<file path="src/rtl/cic_pkg.sv">
// Shared constants and types for the fifth-order interpolator block
package cic_pkg;
  // Sample width from the coefficient filter and towards the tuner
  localparam int SAMPLE_W = 16;
  // Accumulator growth margin: 4*log2(32) gain bits plus peaking headroom
  localparam int GROWTH_W = 25;
  localparam int ACC_W = SAMPLE_W + GROWTH_W;
  // Number of integrator and comb sections
  localparam int ORDER = 5;
  // Buffer in front of the filter
  localparam int FIFO_DEPTH = 32;
  // Channel register offsets (low byte of the channel address)
  localparam logic [7:0] SHIFT_OFS = 8'h06;
  localparam logic [7:0] FACTOR_OFS = 8'h09;
  // Register widths and reset values
  localparam int SHIFT_W = 6;
  localparam int FACTOR_W = 8;
  localparam logic [SHIFT_W-1:0] SHIFT_RST = 6'h00;
  localparam logic [FACTOR_W-1:0] FACTOR_RST = 8'h00;
  // Complex sample carried through the block
  typedef struct packed {
    logic signed [SAMPLE_W-1:0] i;
    logic signed [SAMPLE_W-1:0] q;
  } cic_iq_s;
endpackage : cic_pkg

</file>
<file path="src/rtl/cic_fifo.sv">
// Synchronous FIFO with valid/ready on both sides
`timescale 1ns/10ps
module cic_fifo #(
  parameter int WIDTH = 32,
  parameter int DEPTH = 32
) (
  input wire logic core_clk_in,
  input wire logic sys_rst_in,
  input wire logic push_valid_in,
  output logic push_ready_out,
  input wire logic [WIDTH-1:0] push_data_in,
  output logic pop_valid_out,
  input wire logic pop_ready_in,
  output logic [WIDTH-1:0] pop_data_out
);
  localparam int PW = $clog2(DEPTH);
  // Occupancy at which the writer is held off
  localparam logic [PW:0] FULL_CNT = (PW+1)'(DEPTH);
  // Last slot index, pointers wrap after it for any depth
  localparam logic [PW-1:0] LAST_PTR = PW'(DEPTH - 1);

  logic [WIDTH-1:0] mem [DEPTH];
  logic [PW-1:0] wr_q, wr_d, rd_q, rd_d;
  logic [PW:0] cnt_q, cnt_d;
  logic room_q, room_d, empty_q, empty_d;
  logic push, pop;

  assign push = push_valid_in && room_q;
  assign pop = pop_ready_in && !empty_q;
  // Ready comes straight from a register, no logic after it
  assign push_ready_out = room_q;
  assign pop_valid_out = !empty_q;
  assign pop_data_out = mem[rd_q];

  // Pointer and occupancy update
  always_comb begin
    wr_d = wr_q;
    rd_d = rd_q;
    if (push) begin
      wr_d = (wr_q == LAST_PTR) ? '0 : PW'(wr_q + 1'b1);
    end
    if (pop) begin
      rd_d = (rd_q == LAST_PTR) ? '0 : PW'(rd_q + 1'b1);
    end
    cnt_d = cnt_q;
    if (push && !pop) begin
      cnt_d = (PW+1)'(cnt_q + 1'b1);
    end else if (pop && !push) begin
      cnt_d = (PW+1)'(cnt_q - 1'b1);
    end
    room_d = (cnt_d != FULL_CNT);
    empty_d = (cnt_d == '0);
  end

  // Pointer and flag registers, empty with room after reset
  always_ff @(posedge core_clk_in or posedge sys_rst_in) begin
    if (sys_rst_in) begin
      wr_q <= '0;
      rd_q <= '0;
      cnt_q <= '0;
      room_q <= 1'b1;
      empty_q <= 1'b1;
    end else begin
      wr_q <= wr_d;
      rd_q <= rd_d;
      cnt_q <= cnt_d;
      room_q <= room_d;
      empty_q <= empty_d;
    end
  end

  // Storage array, no reset needed
  always_ff @(posedge core_clk_in) begin
    if (push) begin
      mem[wr_q] <= push_data_in;
    end
  end
endmodule : cic_fifo

</file>
<file path="src/rtl/cic_interp5.sv">
// One channel of the fifth-order interpolator with shift scaling
//
// Overview of operation
// [RULE_01] Samples flow coefficient filter, interpolator, resampler, scaler, tuner. Here the resampler is bypassed.
// [RULE_02] Gain equals factor to fourth, times resampler factor, times 2^-shift.
// [RULE_03] Scale shift is unsigned per channel, accepted from 0 up to 58.
// [RULE_04] Eight-bit channel register holds interpolation factor minus one.
// [RULE_05] Software keeps the interpolation factor between 1 and 32.
// [RULE_06] Each input sample yields factor output samples.
// [RULE_07] Five comb and five integrator sections give moving-sum to fifth power.
// [RULE_08] Channel register holds scale shift used by the scaling stage.
// [RULE_09] Shift picks output bit slice, six dB per step.
// [RULE_10] Software sets shift at least ceil(4log2 L + log2 Lr).
// [RULE_11] Accumulators wide enough never to overflow for factor up to 32.
// [RULE_12] Resampler factor lies in 1..4096, set by the resampler itself.
// [RULE_13] Reset clears every integrator and comb register.
// [RULE_14] Factor one passes each sample once with unity gain.
`timescale 1ns/10ps
module cic_interp5 #(
  parameter int DEPTH = cic_pkg::FIFO_DEPTH
) (
  input wire logic core_clk_in,
  input wire logic sys_rst_in,
  input wire logic in_valid_in,
  output logic in_ready_out,
  input wire cic_pkg::cic_iq_s in_sample_in,
  output logic out_valid_out,
  input wire logic out_ready_in,
  output cic_pkg::cic_iq_s out_sample_out,
  input wire logic cfg_wr_in,
  input wire logic cfg_rd_in,
  input wire logic [7:0] cfg_addr_in,
  input wire logic [7:0] cfg_wdata_in,
  output logic [7:0] cfg_rdata_out
);
  localparam int SW = cic_pkg::SAMPLE_W;
  localparam int AW = cic_pkg::ACC_W;
  localparam int N = cic_pkg::ORDER;
  localparam int FW = cic_pkg::FACTOR_W;
  localparam int HW = cic_pkg::SHIFT_W;

  // Channel registers
  logic [FW-1:0] factor_m1_q, factor_m1_d;
  logic [HW-1:0] shift_q, shift_d;
  logic [7:0] rdata_q, rdata_d;

  // Register writes and registered read-back
  always_comb begin
    factor_m1_d = factor_m1_q;
    shift_d = shift_q;
    rdata_d = rdata_q;
    if (cfg_wr_in && cfg_addr_in == cic_pkg::FACTOR_OFS) begin
      factor_m1_d = cfg_wdata_in; // RULE_04
    end
    if (cfg_wr_in && cfg_addr_in == cic_pkg::SHIFT_OFS) begin
      shift_d = cfg_wdata_in[HW-1:0]; // RULE_08 RULE_03
    end
    if (cfg_rd_in) begin
      unique case (cfg_addr_in)
        cic_pkg::FACTOR_OFS: rdata_d = factor_m1_q;
        cic_pkg::SHIFT_OFS: rdata_d = {{(8-HW){1'b0}}, shift_q};
        default: rdata_d = 8'h00;
      endcase
    end
  end

  // Register state, cleared by reset
  always_ff @(posedge core_clk_in or posedge sys_rst_in) begin
    if (sys_rst_in) begin
      factor_m1_q <= cic_pkg::FACTOR_RST;
      shift_q <= cic_pkg::SHIFT_RST;
      rdata_q <= 8'h00;
    end else begin
      factor_m1_q <= factor_m1_d;
      shift_q <= shift_d;
      rdata_q <= rdata_d;
    end
  end

  assign cfg_rdata_out = rdata_q;

  // Input buffer between the coefficient filter and the comb sections
  logic pop_valid, pop;
  cic_pkg::cic_iq_s pop_data;

  cic_fifo #(
    .WIDTH(2 * SW),
    .DEPTH(DEPTH)
  ) u_fifo (
    .core_clk_in(core_clk_in),
    .sys_rst_in(sys_rst_in),
    .push_valid_in(in_valid_in),
    .push_ready_out(in_ready_out),
    .push_data_in(in_sample_in),
    .pop_valid_out(pop_valid),
    .pop_ready_in(pop),
    .pop_data_out(pop_data)
  );

  // Sequencing: one comb update per input, factor integrator steps per input
  logic busy_q, busy_d;
  logic [FW-1:0] phase_q, phase_d;
  logic out_valid_q, out_valid_d;
  logic step, last;

  assign step = busy_q && (!out_valid_q || out_ready_in);
  assign last = (phase_q == factor_m1_q);
  assign pop = pop_valid && (!busy_q || (step && last));

  always_comb begin
    busy_d = busy_q;
    phase_d = phase_q;
    out_valid_d = out_valid_q && !out_ready_in;
    if (step) begin
      out_valid_d = 1'b1;
      phase_d = last ? '0 : FW'(phase_q + 1'b1); // RULE_06
      busy_d = !last;
    end
    if (pop) begin
      busy_d = 1'b1;
      phase_d = '0;
    end
  end

  // Sequencer state, idle after reset
  always_ff @(posedge core_clk_in or posedge sys_rst_in) begin
    if (sys_rst_in) begin
      busy_q <= 1'b0;
      phase_q <= '0;
      out_valid_q <= 1'b0;
    end else begin
      busy_q <= busy_d;
      phase_q <= phase_d;
      out_valid_q <= out_valid_d;
    end
  end

  // Valid comes straight from its register
  assign out_valid_out = out_valid_q;

  // Scaled lane results, index 0 is I and 1 is Q
  logic signed [SW-1:0] scaled [2];

  // Per-lane comb and integrator cascade
  for (genvar g = 0; g < 2; g++) begin : g_lane
    logic signed [AW-1:0] dly_q [N];
    logic signed [AW-1:0] dly_d [N];
    logic signed [AW-1:0] intg_q [N];
    logic signed [AW-1:0] intg_d [N];
    logic signed [AW-1:0] comb_q, comb_d;
    logic signed [SW-1:0] raw;
    logic signed [AW-1:0] wide;

    // Lane 0 carries I, lane 1 carries Q
    assign raw = (g == 0) ? pop_data.i : pop_data.q;

    // Combs at input rate, zero-stuffed integrators at output rate
    always_comb begin
      logic signed [AW-1:0] c;
      logic signed [AW-1:0] s;
      c = {{(AW-SW){raw[SW-1]}}, raw}; // RULE_11
      s = '0;
      dly_d = dly_q;
      comb_d = comb_q;
      intg_d = intg_q;
      if (pop) begin
        for (int k = 0; k < N; k++) begin
          dly_d[k] = c;
          c = c - dly_q[k]; // RULE_07
        end
        comb_d = c;
      end
      if (step) begin
        s = (phase_q == '0) ? comb_q : '0; // RULE_14
        for (int k = 0; k < N; k++) begin
          intg_d[k] = intg_q[k] + s; // RULE_07
          s = intg_d[k];
        end
      end
      wide = intg_d[N-1] >>> shift_q; // RULE_09 RULE_02
    end

    // Lane state, cleared so filtering restarts from zero
    always_ff @(posedge core_clk_in or posedge sys_rst_in) begin
      if (sys_rst_in) begin
        for (int k = 0; k < N; k++) begin
          dly_q[k] <= '0; // RULE_13
          intg_q[k] <= '0; // RULE_13
        end
        comb_q <= '0;
      end else begin
        dly_q <= dly_d;
        intg_q <= intg_d;
        comb_q <= comb_d;
      end
    end

    assign scaled[g] = wide[SW-1:0];
  end

  // Output register, resampler stage bypassed so scaling follows directly
  cic_pkg::cic_iq_s out_q, out_d;

  always_comb begin
    out_d = out_q;
    if (step) begin
      out_d.i = scaled[0]; // RULE_01
      out_d.q = scaled[1];
    end
  end

  // Output register holds the sample until it is taken
  always_ff @(posedge core_clk_in or posedge sys_rst_in) begin
    if (sys_rst_in) begin
      out_q <= '0;
    end else begin
      out_q <= out_d;
    end
  end

  assign out_sample_out = out_q;
endmodule : cic_interp5

</file>
<file path="config.mk">
export PLATFORM = sky130hd
export DESIGN_NAME = cic_interp5
export DESIGN_NICKNAME = d
export VERILOG_FILES = /design/src/rtl/cic_pkg.sv /design/src/rtl/cic_fifo.sv /design/src/rtl/cic_interp5.sv
export SDC_FILE = /design/constraint.sdc
export NUM_CORES = 2
export LEC_CHECK = 0
export BUFFER_PORTS_ARGS = -buffer_cell sky130_fd_sc_hd__clkbuf_2
export CAP_MARGIN = 10
export CORE_ASPECT_RATIO = 0.7
export CORE_MARGIN = 10
export CORE_UTILIZATION = 60
export DETAILED_ROUTE_END_ITERATION = 8
export GPL_ROUTABILITY_DRIVEN = 0
export HOLD_SLACK_MARGIN = 0.02
export PLACE_DENSITY_LB_ADDON = 0.3
export SLEW_MARGIN = 15
export SYNTH_ARGS = -nofsm -noshare
export SYNTH_HDL_FRONTEND = slang
export SYNTH_SLANG_ARGS = --single-unit
</file>
<file path="constraint.sdc">
create_clock -name core_clk_in -period 29 [get_ports core_clk_in]
set_clock_uncertainty 0.15 [all_clocks]
set_input_delay 1.45 -clock core_clk_in [delete_from_list [all_inputs] [get_ports core_clk_in]]
set_output_delay 1.45 -clock core_clk_in [all_outputs]
set_load 0.005 [all_outputs]
</file>
==> results.py <==
metrics = {
    "run_status": {
        "status": "finished clean",
    },
    "clocking": {
        "h-tree-depth": 4,
        "clk_latency_ns": 0.87,
        "clock_sinks": 1864,
        "root_buffer": "clkbuf_16",
        "clk_path_buf_depth": 3,
        "cts_buffers": 176,
        "clk_pin_slew_ns": 0.07,
        "hold_buffers": 0,
        "post_cts_buffers": 0,
        "cts_tree": "yes",
        "ctsResizeCount": 0,
    },
    "final_layout": {
        "drive_gt1_frac": 0.1059,
        "fin_nets": 10370,
        "areaGrowthSynthToFinish_pct": 8.662,
        "finalNonFillerCells": 12120,
        "fillers": 12710,
    },
    "flow_run": {
        "drv_cap": 0,
    },
    "setup_path": {
        "crit_cells": 52,
        "path_delay_family": "compound AO/OA/AOI/OAI gates",
        "cp_slowest_cell": "dfrtp_4",
        "crit_arrival_ns": 15.86,
        "critPathMostFrequentCell": "o21ai_0",
        "start_kind": "flip-flop",
        "rr_worst_depth": 52,
        "path_max_fanout": 50,
        "slowest_delay_ns": 0.96,
        "worstSetupPathType": "reg -> reg",
        "worstPathRequired_ns": 29.57,
        "critPathCaptureType": "flip-flop",
        "cp_num_buf_inv": 2,
    },
    "drt": {
        "wire_per_inst_um": 22.28,
        "drtIter0Drc": 8321,
        "num_vias": 75780,
        "drcViolationCount": 0,
        "drtPass1Iterations": 7,
        "viasPerCell": 6.255,
        "ant_nets": 0,
        "wirelength_mm": 269.9,
    },
    "grt": {
        "grtUsageMet3": 0.06627,
        "grt_pass1_vias": 73990,
        "grt_use_met1": 0.3838,
        "grt_usage": 0.2741,
        "grt_first_pass_wirelength_mm": 424.4,
        "antenna_found_initial": 26,
        "grt_overflow_total": 0,
        "busiest_layer": "met2",
        "gr-usage-met2": 0.4277,
        "grt_max_degree": 189,
    },
    "floorplanning": {
        "fp-row-count": 128,
        "core_mm2": 0.1744,
        "initial_core_util": 0.6049,
        "die_h_um": 370.8,
        "dieArea_mm2": 0.1933,
        "io_pins": 96,
        "fp.dieW_um": 521.2,
    },
    "synth": {
        "synth_warnings": 0,
        "synth_ff_type": "edfxtp_1",
        "synth_commonest_cells": "nand2_1 (1,483), edfxtp_1 (1,024), dfrtp_1 (838)",
        "synth-seq-cells": 1864,
        "yosys.area.top_type_share": 0.2914,
        "synth.most_common_cell": "nand2_1",
        "synthesis.area_mm2": 0.1055,
        "async_flop_share": 0.4506,
        "ys_seq_area_frac": 0.4907,
        "syn_area_per_cell_um2": 10.97,
        "yosysTopAreaCell": "edfxtp_1",
        "synth-edff-count": 1024,
        "synth_cells": 9617,
        "syn-num-nets": 10380,
        "ys_top_cells_by_area": "edfxtp_1 (29%), dfrtp_1 (20%), ha_1 (8.1%)",
        "synth_cell_type_count": 90,
    },
    "sta": {
        "finalHoldViolations": 0,
        "setup_tns_ns": 0,
        "slew_headroom": 0.2413,
        "max_freq_mhz": 65.40,
        "setup_violations": 0,
        "holdWs_ns": 0.3162,
        "slew_viol_final": 0,
        "period_minus_slack_ns": 15.29,
        "tightest_slew_ns": 1.138,
        "finalCritPeriodShare": 0.5272,
        "rsz0062_at_grt": "no",
    },
    "placed_design": {
        "io_buffers": 95,
        "place_inst": 11780,
        "hpwl_mm": 172.7,
    },
    "hold_path": {
        "min_path_cells": 2,
        "hold_class": "reg -> reg",
    },
}
-- registers in the layout, indices dropped and copies added (netlist names), 8 cells and up --
signal and cells:
g_lane.dly_q 266, out_sample_out 32, factor_m1_q 8, u_fifo.mem 1024, g_lane.intg_q 410, phase_q 8, g_lane.comb_q 82, cfg_rdata_out 8
-- logic make-up after synthesis --
kind of cell             Yosys count  share of synthesized area
AND/OR/NAND/NOR                 2730                     0.1127
AO/OA/AOI/OAI                   2260                     0.1348
flip-flops                      1864                     0.4907
buffers and inverters            920                    0.03273
adder cells (fa/ha/maj)          705                    0.08503
multiplexers                     583                    0.09746
XOR/XNOR                         555                    0.04668
-- layout by cell type, fill, tap and decap left out, types with 30 or more instances in the layout --
cell type,count
a31oi_1,59
nand2b_1,79
or3_1,40
nand3_1,111
mux2_2,134
nor2b_1,74
nor2_1,508
clkbuf_2,95
a21oi_1,586
nand2_1,1482
and3_1,62
buf_4,72
dfrtp_1,831
inv_1,560
xor2_1,180
xnor2_1,370
clkbuf_16,177
mux2i_1,107
a21boi_0,107
o21a_1,79
o21bai_1,93
o211ai_1,45
ha_1,685
a21o_1,263
a211oi_1,63
nand4_1,42
o31ai_1,69
o21ai_0,635
nor2_4,32
edfxtp_1,1024
and2_1,116
mux4_2,342
nor3_1,80
clkbuf_1,30
-- worst min-delay path, delay by kind of cell, from the launching register on --
| family | cells | cell delay, ns |
|---|---|---|
| flops | 1 | 0.33 |
| compound gates | 1 | 0.06 |
| simple gates | 1 | 0.04 |
-- area by class of cell --
type	instances	area, µm²	area share
sequential	1864	51790	0.4517
clock inverter	96	1239	0.01080
clock buffer	227	4817	0.04202
tap	2340	2928	0.02554
inverter	566	2133	0.01861
antenna	15	37.54	0.0003274
timing repair buffer	174	1147	0.01001
multi-input combinational	6833	50550	0.4410
-- path summary, 6_finish.rpt --
check / endpoint / start / slack, ns
setup / recovery: g_lane[1].comb_q[40] / u_fifo.rd_q[0] / 13.71
hold / removal: g_lane[1].comb_q[26] / g_lane[1].comb_q[26] / 0.32
setup reg to reg: g_lane[1].comb_q[40] / u_fifo.rd_q[0] / 13.71
hold reg to reg: g_lane[1].comb_q[26] / g_lane[1].comb_q[26] / 0.32
max in group asynchronous: g_lane[1].intg_q[114] / sys_rst_in / 25.05
min in group asynchronous: u_fifo.rd_q[1] / sys_rst_in / 0.51
-- layer usage --
metal	vias to the layer above	wire length, µm
met2	3256	123300
met4	12	7771
li1	34820	-
met1	37180	113400
met5	-	77
met3	512	25340
-- per-stage QoR --
stage	utilization	area [µm²]	setup WS, ns
global placement	0.6224	108500	14.53
CTS	0.6571	114600	13.88
detailed placement	0.6224	108500	14.19
finish	0.6573	114600	13.71
global route	0.6573	114600	12.61
floorplan	-	105500	3.804
Power is left out: the tool's default activity adds up to more than one toggle a clock period on the data nets, which glitch-free logic cannot reach.
